`config.mk`:
```
export PLATFORM = sky130hd
export DESIGN_NAME = swd_top
export DESIGN_NICKNAME = d
export VERILOG_FILES = /design/src/swd_pkg.sv /design/src/swd_rc_osc.sv /design/src/swd_top.sv
export SDC_FILE = /design/constraint.sdc
export NUM_CORES = 1
export LEC_CHECK = 0
export ABC_AREA = 1
export BUFFER_PORTS_ARGS = -buffer_cell sky130_fd_sc_hd__buf_2
export CORE_ASPECT_RATIO = 1.2
export CORE_MARGIN = 4
export CORE_UTILIZATION = 45
export DETAILED_ROUTE_END_ITERATION = 8
export PLACE_DENSITY_LB_ADDON = 0.1
export SLEW_MARGIN = 25
export SYNTH_ARGS = -nofsm -noshare
export SYNTH_HDL_FRONTEND = slang
export SYNTH_HIERARCHICAL = 1
export SYNTH_SLANG_ARGS = --single-unit
```
`constraint.sdc`:
```
create_clock -name SYS_CLK -period 2.3 [get_ports SYS_CLK]
set_input_delay 0.23 -clock SYS_CLK [delete_from_list [all_inputs] [get_ports SYS_CLK]]
set_output_delay 0.23 -clock SYS_CLK [all_outputs]
set_load 0.005 [all_outputs]
```
`src/swd_pkg.sv`:
```
// Constants shared by the supervisory watchdog and its oscillator tick source
package swd_pkg;
  localparam int CLK_MHZ = 125;
  localparam int ADDR_W = 8;
  localparam int DATA_W = 32;
  localparam int CNT_W = 32;
  localparam int RC_DIV = 1;
  // Register indices; byte address is four times the index
  localparam logic [ADDR_W-1:0] IDX_MODE = 8'h0f;
  localparam logic [ADDR_W-1:0] IDX_STATUS = 8'h10;
  localparam logic [ADDR_W-1:0] ADDR_MODE = 8'h3c;
  localparam logic [ADDR_W-1:0] ADDR_STATUS = 8'h40;
  // Mode register fields
  localparam int MODE_W = 4;
  localparam int BIT_HALT_RUN = 2;
  localparam int BIT_STOP_RUN = 3;
  localparam logic [MODE_W-1:0] MODE_RESET = 4'hd;
  localparam logic [1:0] TAP_5MS = 2'h0;
  localparam logic [1:0] TAP_10MS = 2'h1;
  localparam logic [1:0] TAP_20MS = 2'h2;
  localparam logic [1:0] TAP_80MS = 2'h3;
  // Status register fields
  localparam int ST_BIT_RUN = 0;
  localparam int ST_BIT_WIN = 1;
  localparam int ST_BIT_WDRST = 2;
  localparam int ST_BIT_TAP = 4;
  // Times, microseconds, and derived counts in oscillator ticks
  localparam longint TAP0_US = 5000;
  localparam longint TAP1_US = 10000;
  localparam longint TAP2_US = 20000;
  localparam longint TAP3_US = 80000;
  localparam longint POR_MIN_US = 2500;
  localparam longint POR_MAX_US = 10000;
  localparam int TAP0_TICKS = int'((TAP0_US * CLK_MHZ + RC_DIV - 1) / RC_DIV);
  localparam int TAP1_TICKS = int'((TAP1_US * CLK_MHZ + RC_DIV - 1) / RC_DIV);
  localparam int TAP2_TICKS = int'((TAP2_US * CLK_MHZ + RC_DIV - 1) / RC_DIV);
  localparam int TAP3_TICKS = int'((TAP3_US * CLK_MHZ + RC_DIV - 1) / RC_DIV);
  localparam int POR_TICKS = int'((POR_MIN_US * CLK_MHZ + RC_DIV - 1) / RC_DIV);
  // Write window after the first instruction, in clock cycles
  localparam int WIN_CYCLES = 120;
  localparam int WDRST_CYCLES = 16;
  // Condition flags left by the refresh instruction: Z, S, V
  localparam logic [2:0] FLAGS_AFTER_REFRESH = 3'h0;
  localparam logic [1:0] RESP_OKAY = 2'h0;
  localparam logic [1:0] RESP_SLVERR = 2'h2;
  typedef enum logic [1:0] {
    SWD_POR = 2'b00,
    SWD_IDLE = 2'b01,
    SWD_RUN = 2'b10,
    SWD_WDRST = 2'b11
  } swd_state_e;
  typedef enum logic [1:0] {
    SEL_NONE = 2'b00,
    SEL_MODE = 2'b01,
    SEL_STATUS = 2'b10
  } swd_sel_e;
endpackage

```
`src/swd_rc_osc.sv`:
```
// Free-running oscillator tick source, never gated by halt or stop
`timescale 1ns/1ns
`default_nettype none
module swd_rc_osc #(
  parameter int DIV = 1
) (
  input wire logic clk,
  input wire logic rst,
  output logic tick
);
  logic [15:0] div_ff;

  // Runs apart from core clock gating so timeouts still elapse
  always_ff @(posedge clk) begin
    if (rst) begin
      div_ff <= 16'h0;
      tick <= 1'b0;
    end else if (div_ff == 16'(DIV - 1)) begin
      div_ff <= 16'h0;
      tick <= 1'b1;
    end else begin
      div_ff <= div_ff + 16'h1;
      tick <= 1'b0;
    end
  end
endmodule
`default_nettype wire

```
`src/swd_top.sv`:
```
// Supervisory watchdog with power-on delay and locked mode register over AXI4-Lite
//
// Register access over AXI4-Lite was chosen for this implementation.
`timescale 1ns/1ns
`default_nettype none
// Overview of operation
// - Unrefreshed counter reaching terminal count resets the core.
// - Watchdog idle after reset until first refresh instruction starts it.
// - Each later refresh instruction restarts the timeout period.
// - Counter advances only on ticks of the free-running oscillator.
// - Refresh instruction also updates zero, sign and overflow flags.
// - Mode bits 1:0 pick timeout of 5, 10, 20 or 80 ms.
// - Mode bit 2 set lets counting continue during halt.
// - Mode bit 3 set lets counting continue during stop.
// - Mode bits 7:4 are reserved and ignored.
// - Mode register writable only 120 clocks after first instruction.
// - Mode register is write-only; reads return zero.
// - Power-on reset delay also counted on oscillator ticks.
module swd_top
  import swd_pkg::*;
#(
  parameter int TAP0_LIM = swd_pkg::TAP0_TICKS,
  parameter int TAP1_LIM = swd_pkg::TAP1_TICKS,
  parameter int TAP2_LIM = swd_pkg::TAP2_TICKS,
  parameter int TAP3_LIM = swd_pkg::TAP3_TICKS,
  parameter int POR_LIM = swd_pkg::POR_TICKS
) (
  input wire logic SYS_CLK,
  input wire logic RST,
  input wire logic WATCHDOG_REFRESH_INSTRUCTION,
  input wire logic INSTR_EXEC,
  input wire logic HALT_MODE,
  input wire logic STOP_MODE,
  input wire logic STOP_RECOVER,
  output logic CORE_RST,
  output logic FLAG_WE,
  output logic [2:0] FLAG_ZSV,
  input wire logic [swd_pkg::ADDR_W-1:0] S_AXI_AWADDR,
  input wire logic S_AXI_AWVALID,
  output logic S_AXI_AWREADY,
  input wire logic [swd_pkg::DATA_W-1:0] S_AXI_WDATA,
  input wire logic [3:0] S_AXI_WSTRB,
  input wire logic S_AXI_WVALID,
  output logic S_AXI_WREADY,
  output logic [1:0] S_AXI_BRESP,
  output logic S_AXI_BVALID,
  input wire logic S_AXI_BREADY,
  input wire logic [swd_pkg::ADDR_W-1:0] S_AXI_ARADDR,
  input wire logic S_AXI_ARVALID,
  output logic S_AXI_ARREADY,
  output logic [swd_pkg::DATA_W-1:0] S_AXI_RDATA,
  output logic [1:0] S_AXI_RRESP,
  output logic S_AXI_RVALID,
  input wire logic S_AXI_RREADY
);
  import swd_pkg::*;

  function automatic swd_sel_e reg_sel(input logic [ADDR_W-1:0] a);
    if (a == ADDR_MODE) begin
      reg_sel = SEL_MODE;
    end else if (a == ADDR_STATUS) begin
      reg_sel = SEL_STATUS;
    end else begin
      reg_sel = SEL_NONE;
    end
  endfunction

  function automatic logic [CNT_W-1:0] tap_limit(input logic [1:0] tap);
    case (tap)
      TAP_5MS: tap_limit = CNT_W'(TAP0_LIM);
      TAP_10MS: tap_limit = CNT_W'(TAP1_LIM);
      TAP_20MS: tap_limit = CNT_W'(TAP2_LIM);
      default: tap_limit = CNT_W'(TAP3_LIM);
    endcase
  endfunction

  logic rc_tick;
  swd_state_e state_ff;
  logic [CNT_W-1:0] cnt_ff;
  logic [CNT_W-1:0] lim_ff;
  logic [MODE_W-1:0] mode_ff;
  logic [7:0] wdrst_cnt_ff;
  logic win_arm_ff;
  logic win_open_ff;
  logic [7:0] win_cnt_ff;
  logic wdrst_seen_ff;
  logic aw_got_ff;
  logic w_got_ff;
  logic [ADDR_W-1:0] awaddr_ff;
  logic [DATA_W-1:0] wdata_ff;
  logic [3:0] wstrb_ff;
  logic commit;
  logic mode_wr;
  logic refresh;
  logic paused;
  logic terminal;

  swd_rc_osc #(.DIV(RC_DIV)) u_osc (
    .clk(SYS_CLK),
    .rst(RST),
    .tick(rc_tick)
  );

  assign refresh = WATCHDOG_REFRESH_INSTRUCTION && (state_ff == SWD_IDLE || state_ff == SWD_RUN);
  assign paused = (HALT_MODE && !mode_ff[BIT_HALT_RUN]) || (STOP_MODE && !mode_ff[BIT_STOP_RUN]);
  assign terminal = rc_tick && (cnt_ff == lim_ff - CNT_W'(1));
  assign commit = aw_got_ff && w_got_ff && !S_AXI_BVALID;
  assign mode_wr = commit && reg_sel(awaddr_ff) == SEL_MODE && wstrb_ff[0] && win_open_ff;

  // Core supervision state
  always_ff @(posedge SYS_CLK) begin
    if (RST) begin
      state_ff <= SWD_POR;
      cnt_ff <= '0;
      lim_ff <= '0;
      wdrst_cnt_ff <= 8'h0;
      CORE_RST <= 1'b1;
      wdrst_seen_ff <= 1'b0;
    end else begin
      case (state_ff)
        SWD_POR: begin
          if (rc_tick) begin
            cnt_ff <= cnt_ff + CNT_W'(1);
          end
          if (terminal || (rc_tick && cnt_ff >= CNT_W'(POR_LIM - 1))) begin
            state_ff <= SWD_IDLE;
            cnt_ff <= '0;
            CORE_RST <= 1'b0;
          end
          lim_ff <= CNT_W'(POR_LIM);
        end
        SWD_IDLE: begin
          if (refresh) begin
            state_ff <= SWD_RUN;
            cnt_ff <= '0;
            lim_ff <= tap_limit(mode_ff[1:0]);
          end
        end
        SWD_RUN: begin
          if (refresh) begin
            cnt_ff <= '0;
            lim_ff <= tap_limit(mode_ff[1:0]);
          end else if (rc_tick && !paused) begin
            if (terminal) begin
              state_ff <= SWD_WDRST;
              CORE_RST <= 1'b1;
              wdrst_seen_ff <= 1'b1;
              cnt_ff <= '0;
              wdrst_cnt_ff <= 8'h0;
            end else begin
              cnt_ff <= cnt_ff + CNT_W'(1);
            end
          end
        end
        default: begin
          wdrst_cnt_ff <= wdrst_cnt_ff + 8'h1;
          if (wdrst_cnt_ff == 8'(WDRST_CYCLES - 1)) begin
            state_ff <= SWD_IDLE;
            CORE_RST <= 1'b0;
          end
        end
      endcase
    end
  end

  // Condition flag update from the refresh instruction
  always_ff @(posedge SYS_CLK) begin
    if (RST) begin
      FLAG_WE <= 1'b0;
      FLAG_ZSV <= 3'h0;
    end else begin
      FLAG_WE <= refresh;
      FLAG_ZSV <= FLAGS_AFTER_REFRESH;
    end
  end

  // Write window: opens at first instruction after any reset or recovery
  always_ff @(posedge SYS_CLK) begin
    if (RST || CORE_RST || STOP_RECOVER) begin
      win_arm_ff <= 1'b1;
      win_open_ff <= 1'b0;
      win_cnt_ff <= 8'h0;
    end else if (win_arm_ff && INSTR_EXEC) begin
      win_arm_ff <= 1'b0;
      win_open_ff <= 1'b1;
      win_cnt_ff <= 8'h0;
    end else if (win_open_ff) begin
      win_cnt_ff <= win_cnt_ff + 8'h1;
      if (win_cnt_ff == 8'(WIN_CYCLES - 1)) begin
        win_open_ff <= 1'b0;
      end
    end
  end

  // Mode register keeps its contents across watchdog reset and recovery
  always_ff @(posedge SYS_CLK) begin
    if (RST) begin
      mode_ff <= MODE_RESET;
    end else if (mode_wr) begin
      mode_ff <= wdata_ff[MODE_W-1:0];
    end
  end

  // AXI4-Lite write channels, address and data taken in either order
  always_ff @(posedge SYS_CLK) begin
    if (RST) begin
      aw_got_ff <= 1'b0;
      w_got_ff <= 1'b0;
      awaddr_ff <= '0;
      wdata_ff <= '0;
      wstrb_ff <= 4'h0;
      S_AXI_AWREADY <= 1'b1;
      S_AXI_WREADY <= 1'b1;
      S_AXI_BVALID <= 1'b0;
      S_AXI_BRESP <= RESP_OKAY;
    end else begin
      if (S_AXI_AWVALID && S_AXI_AWREADY) begin
        aw_got_ff <= 1'b1;
        awaddr_ff <= S_AXI_AWADDR;
        S_AXI_AWREADY <= 1'b0;
      end
      if (S_AXI_WVALID && S_AXI_WREADY) begin
        w_got_ff <= 1'b1;
        wdata_ff <= S_AXI_WDATA;
        wstrb_ff <= S_AXI_WSTRB;
        S_AXI_WREADY <= 1'b0;
      end
      if (commit) begin
        aw_got_ff <= 1'b0;
        w_got_ff <= 1'b0;
        S_AXI_BVALID <= 1'b1;
        // Locked writes are dropped quietly, as software cannot tell
        S_AXI_BRESP <= (reg_sel(awaddr_ff) == SEL_NONE) ? RESP_SLVERR : RESP_OKAY;
      end
      if (S_AXI_BVALID && S_AXI_BREADY) begin
        S_AXI_BVALID <= 1'b0;
        S_AXI_AWREADY <= 1'b1;
        S_AXI_WREADY <= 1'b1;
      end
    end
  end

  // AXI4-Lite read channel
  always_ff @(posedge SYS_CLK) begin
    if (RST) begin
      S_AXI_ARREADY <= 1'b1;
      S_AXI_RVALID <= 1'b0;
      S_AXI_RDATA <= '0;
      S_AXI_RRESP <= RESP_OKAY;
    end else if (S_AXI_ARVALID && S_AXI_ARREADY) begin
      S_AXI_ARREADY <= 1'b0;
      S_AXI_RVALID <= 1'b1;
      S_AXI_RRESP <= RESP_OKAY;
      S_AXI_RDATA <= '0;
      if (reg_sel(S_AXI_ARADDR) == SEL_STATUS) begin
        S_AXI_RDATA[ST_BIT_RUN] <= (state_ff == SWD_RUN);
        S_AXI_RDATA[ST_BIT_WIN] <= win_open_ff;
        S_AXI_RDATA[ST_BIT_WDRST] <= wdrst_seen_ff;
        S_AXI_RDATA[ST_BIT_TAP +: 2] <= mode_ff[1:0];
      end else if (reg_sel(S_AXI_ARADDR) == SEL_NONE) begin
        S_AXI_RRESP <= RESP_SLVERR;
      end
    end else if (S_AXI_RVALID && S_AXI_RREADY) begin
      S_AXI_RVALID <= 1'b0;
      S_AXI_ARREADY <= 1'b1;
    end
  end

  property p_terminal_resets;
    @(posedge SYS_CLK) disable iff (RST)
    state_ff == SWD_RUN && !refresh && rc_tick && !paused && terminal |=> CORE_RST ##1 CORE_RST;
  endproperty
  a_terminal_resets: assert property (p_terminal_resets) else $error("no core reset at terminal count");

  property p_start;
    @(posedge SYS_CLK) disable iff (RST)
    state_ff == SWD_IDLE && WATCHDOG_REFRESH_INSTRUCTION |=> state_ff == SWD_RUN && cnt_ff == '0;
  endproperty
  a_start: assert property (p_start) else $error("refresh did not start watchdog");

  property p_idle_still;
    @(posedge SYS_CLK) disable iff (RST)
    state_ff == SWD_IDLE && !WATCHDOG_REFRESH_INSTRUCTION |=> state_ff == SWD_IDLE && !CORE_RST;
  endproperty
  a_idle_still: assert property (p_idle_still) else $error("idle watchdog acted");

  property p_restart;
    @(posedge SYS_CLK) disable iff (RST)
    state_ff == SWD_RUN && WATCHDOG_REFRESH_INSTRUCTION |=> cnt_ff == '0 && !CORE_RST;
  endproperty
  a_restart: assert property (p_restart) else $error("refresh did not restart count");

  property p_tick_only;
    @(posedge SYS_CLK) disable iff (RST)
    state_ff == SWD_RUN && !WATCHDOG_REFRESH_INSTRUCTION && !paused |=>
      CORE_RST || cnt_ff == $past(cnt_ff) + CNT_W'($past(rc_tick));
  endproperty
  a_tick_only: assert property (p_tick_only) else $error("count moved without oscillator tick");

  property p_flags;
    @(posedge SYS_CLK) disable iff (RST)
    refresh |=> FLAG_WE && FLAG_ZSV == FLAGS_AFTER_REFRESH ##1 !FLAG_WE || $past(refresh);
  endproperty
  a_flags: assert property (p_flags) else $error("flags not updated by refresh");

  property p_tap;
    @(posedge SYS_CLK) disable iff (RST)
    refresh |=> lim_ff == tap_limit($past(mode_ff[1:0]));
  endproperty
  a_tap: assert property (p_tap) else $error("wrong timeout tap");

  property p_halt_hold;
    @(posedge SYS_CLK) disable iff (RST)
    state_ff == SWD_RUN && HALT_MODE && !mode_ff[BIT_HALT_RUN] && !WATCHDOG_REFRESH_INSTRUCTION |=> $stable(cnt_ff);
  endproperty
  a_halt_hold: assert property (p_halt_hold) else $error("counted during halt");

  property p_stop_hold;
    @(posedge SYS_CLK) disable iff (RST)
    state_ff == SWD_RUN && STOP_MODE && !mode_ff[BIT_STOP_RUN] && !WATCHDOG_REFRESH_INSTRUCTION |=> $stable(cnt_ff);
  endproperty
  a_stop_hold: assert property (p_stop_hold) else $error("counted during stop");

  property p_locked;
    @(posedge SYS_CLK) disable iff (RST)
    !win_open_ff |=> $stable(mode_ff);
  endproperty
  a_locked: assert property (p_locked) else $error("mode changed outside window");

  property p_write_only;
    @(posedge SYS_CLK) disable iff (RST)
    S_AXI_ARVALID && S_AXI_ARREADY && S_AXI_ARADDR == ADDR_MODE |=> S_AXI_RVALID && S_AXI_RDATA == '0;
  endproperty
  a_write_only: assert property (p_write_only) else $error("mode register readable");

  property p_por;
    @(posedge SYS_CLK) disable iff (RST)
    state_ff == SWD_POR |-> CORE_RST && cnt_ff < CNT_W'(POR_LIM);
  endproperty
  a_por: assert property (p_por) else $error("core released during power-on delay");

  property p_tap_held;
    @(posedge SYS_CLK) disable iff (RST)
    state_ff == SWD_RUN && !WATCHDOG_REFRESH_INSTRUCTION ##1 state_ff == SWD_RUN |-> $stable(lim_ff);
  endproperty
  a_tap_held: assert property (p_tap_held) else $error("running timeout changed");

  c_refresh: cover property (@(posedge SYS_CLK) disable iff (RST) state_ff == SWD_RUN && refresh);
  c_fire: cover property (@(posedge SYS_CLK) disable iff (RST) state_ff == SWD_RUN ##1 state_ff == SWD_WDRST);
  c_mode_wr: cover property (@(posedge SYS_CLK) disable iff (RST) mode_wr);
endmodule
`default_nettype wire

```
==> impl_metrics.tcl <==
set metrics [dict create \
    numPortBuffers 46 \
    cts_tree "yes" \
    ir_drop_mv 0.5493 \
    synth_seq_cells 118 \
    slowest_delay_ns 0.31 \
    gp_congestion 0.8957 \
    status "completed" \
    wirelength_um 20320 \
    syn_inst 1132 \
    hold_path.class "input port to flop" \
    first_global_vias 7053 \
    clk_pin_slew_ns 0.06 \
    critical_path_class "flop to flop" \
    critPathCaptureType "flop" \
    synth-async-reset-ratio 0 \
    crit_path_start_kind "flop" \
    crit_family "simple AND/OR/NAND/NOR gates" \
    tightest_slew_ns 0.6446 \
    cts-buffers-inserted 17 \
    setup_violations 0 \
    clock.fmax_mhz 438.2 \
    clock_skew_ns 0.01254 \
    drv_slew 0 \
    path_buf_inv 3 \
    synth_flop_cell "dfxtp_1" \
    cp.required_ns 2.60 \
    layout_common_cells "273 x nand2_1, 118 x inv_1, 117 x nor2_1" \
    antenna_found_initial 0 \
    critPathMostFrequentCell "nand2_1" \
    fin_crit_ns 2.282 \
    ys_seq_area_frac 0.3177 \
    synth_cell_types 48 \
    drv_cap 0 \
    first_pass_iters 5 \
    worstPathArrival_ns 2.58 \
    rows 51 \
    grtUsageTotal 0.2239 \
    synth_area_um2 7435 \
    pin_count 110 \
    drive_above_1_share 0.2024 \
    synth_edf_count 0 \
    die_w_um 125.3 \
    grt_first_pass_wirelength_um 33550 \
    nets 1323 \
    power_density_nw_per_um2 1003 \
    rsz0062_at_grt "true" \
    die_area_um2 18650 \
    num_vias 7332 \
    dieHeight_um 148.8 \
    timing.final.ws_setup_ns 0.01790 \
    cts_sinks 118 \
    hold_viol 0 \
    cts-root-buf "clkbuf_16" \
    leakagePower_nw 3.893 \
    final_area_um2 9101 \
    grt_max_degree 27 \
    drt.antenna.violating_nets 0 \
    clock_path_buffers 2 \
    dp_slack_ns -0.2577 \
    hpwl_um 15500 \
    dpl-instance-area_um2 8203 \
    min_period_over_period 0.9922 \
    insertion_delay_ns 0.42 \
    area_growth_pct 22.42 \
    path_max_fanout 16 \
    ys_warn_count 6 \
    final_cells 1467 \
    path_cells "buf_4, buf_4, nor2_4, nand2_2, nor2_2, nand2_1, nand2_1, nand3_1, nor2_2, nand3_2, nor2_4, nand3_4, nand2_4, a21oi_4, buf_12, nand2_1, a21oi_1" \
    layout_commonest_cell "nand2_1" \
    antenna_cells 0 \
    fin_hold_ws_ns 0.06035 \
    overflow 0 \
    start_util 0.4587 \
    dp_cells 1426 \
    cts_max_level 4 \
    fill_cells 1622 \
    slew_headroom 0.5591 \
    wl_per_cell_um 13.85 \
    core_um2 16210 \
    via_per_inst 4.998 \
    slowest_stage "dfxtp_1" \
    drc 0 \
    first_iter_violations 309 \
    synth_area_per_cell_um2 6.568 \
]
==> power by group <==
group	switching, mW	total, mW	internal, mW
sequential	0.176	2.40	2.22
clock	1.01	2.60	1.59
combinational	2.67	4.13	1.45
==> per-layer routing <==
metal / GRT usage / up-vias / share of wire
met5: 0 / - / 0
met4: 0.1074 / 0 / 0.041
met3: 0.04047 / 47 / 0.036
met2: 0.4010 / 155 / 0.50
met1: 0.2580 / 3308 / 0.42
li1: - / 3822 / -
==> cells by family (layout without fill, tap and decap cells) <==
logic type | Yosys count | in the layout | share of synthesized area
AND/OR/NAND/NOR | 609 | 611 | 0.3726
XOR/XNOR | 39 | 39 | 0.04594
other | 1 | 32 | 0.0005044
buffers and inverters | 196 | 286 | 0.1217
flip-flops | 118 | 118 | 0.3177
AO/OA/AOI/OAI | 153 | 153 | 0.1146
adder cells (fa/ha/maj) | 16 | 16 | 0.02693
==> Yosys cell counts, drive strengths merged (2+ instances only) <==
master,instances,area [µm²]
inv,123,461.7
a41oi,2,17.52
buf,42,326.6
clkbuf,28,105.1
dfxtp,118,2362
ha,16,200.2
o21bai,2,15.01
nor4,11,68.82
xnor2,4,35.03
o211ai,3,22.52
a31oi,5,31.28
or2,3,18.77
a21oi,95,505.5
o21a,2,15.01
nand2,299,1180
nor3,28,155.2
o21ai,36,180.2
clkinv,3,11.26
nand4,25,156.4
nand3b,4,30.03
nand3,87,475.4
nor3b,4,30.03
xor2,35,306.5
nor2,147,649.4
==> through the flow <==
step / total power, mW / utilization / TNS, ns
floorplan: 4.884 / - / -0.03166
global placement: 5.988 / 0.5061 / -8.751
detailed placement: 6.013 / 0.5061 / -9.182
CTS: 8.917 / 0.5520 / 0
global route: 9.745 / 0.5615 / -4.717
finish: 9.132 / 0.5615 / 0
==> final timing paths <==
check	from	end	slack, ns	cells after the start
min reg2reg	wstrb_ff[0]$_SDFFE_PP0P_	wstrb_ff[0]$_SDFFE_PP0P_	0.45	2
max	lim_ff[11]$_SDFFE_PP0P_	cnt_ff[21]$_SDFFE_PP0P_	0.02	17
min	S_AXI_AWADDR[3]	awaddr_ff[3]$_SDFFE_PP0P_	0.06	3
max reg2reg	lim_ff[11]$_SDFFE_PP0P_	cnt_ff[21]$_SDFFE_PP0P_	0.02	17
==> worst reg2reg max path: cells and delay by family (launching register included) <==
kind	cells	cell delay, ns
buffers and inverters	3	0.43
flip-flops	1	0.31
AO/OA/AOI/OAI	2	0.13
AND/OR/NAND/NOR	12	1.29
==> state kept, by name, indices dropped and copies added, names as in the netlist, 2 cells and up <==
register and flops:
awaddr_ff 8, u_osc/div_ff 16, cnt_ff 32, state_ff 2, wdata_ff 4, mode_ff 4, lim_ff 15, win_cnt_ff 8
S_AXI_RDATA 5, wdrst_cnt_ff 8
==> final cells by class <==
cell class | count | area, µm² | area share
multi-input combinational | 851 | 4526 | 0.4973
sequential | 118 | 2371 | 0.2605
timing repair buffer | 129 | 880.8 | 0.09678
inverter | 126 | 480.5 | 0.05279
clock buffer | 17 | 425.4 | 0.04674
tap | 212 | 265.3 | 0.02914
clock inverter | 14 | 152.6 | 0.01677
==> what timing repair did <==
action / 4_1_cts / 5_1_grt
gates resized for setup: 32 / 34
gates cloned: 2 / 0
setup endpoints to repair: 44 / 44
endpoints found under the hold margin: 1 / 0
hold buffers: 1 / 0
pin swaps: 14 / 18
buffers inserted: 4 / 5
Note: power is estimated with default switching activity, not from simulation.
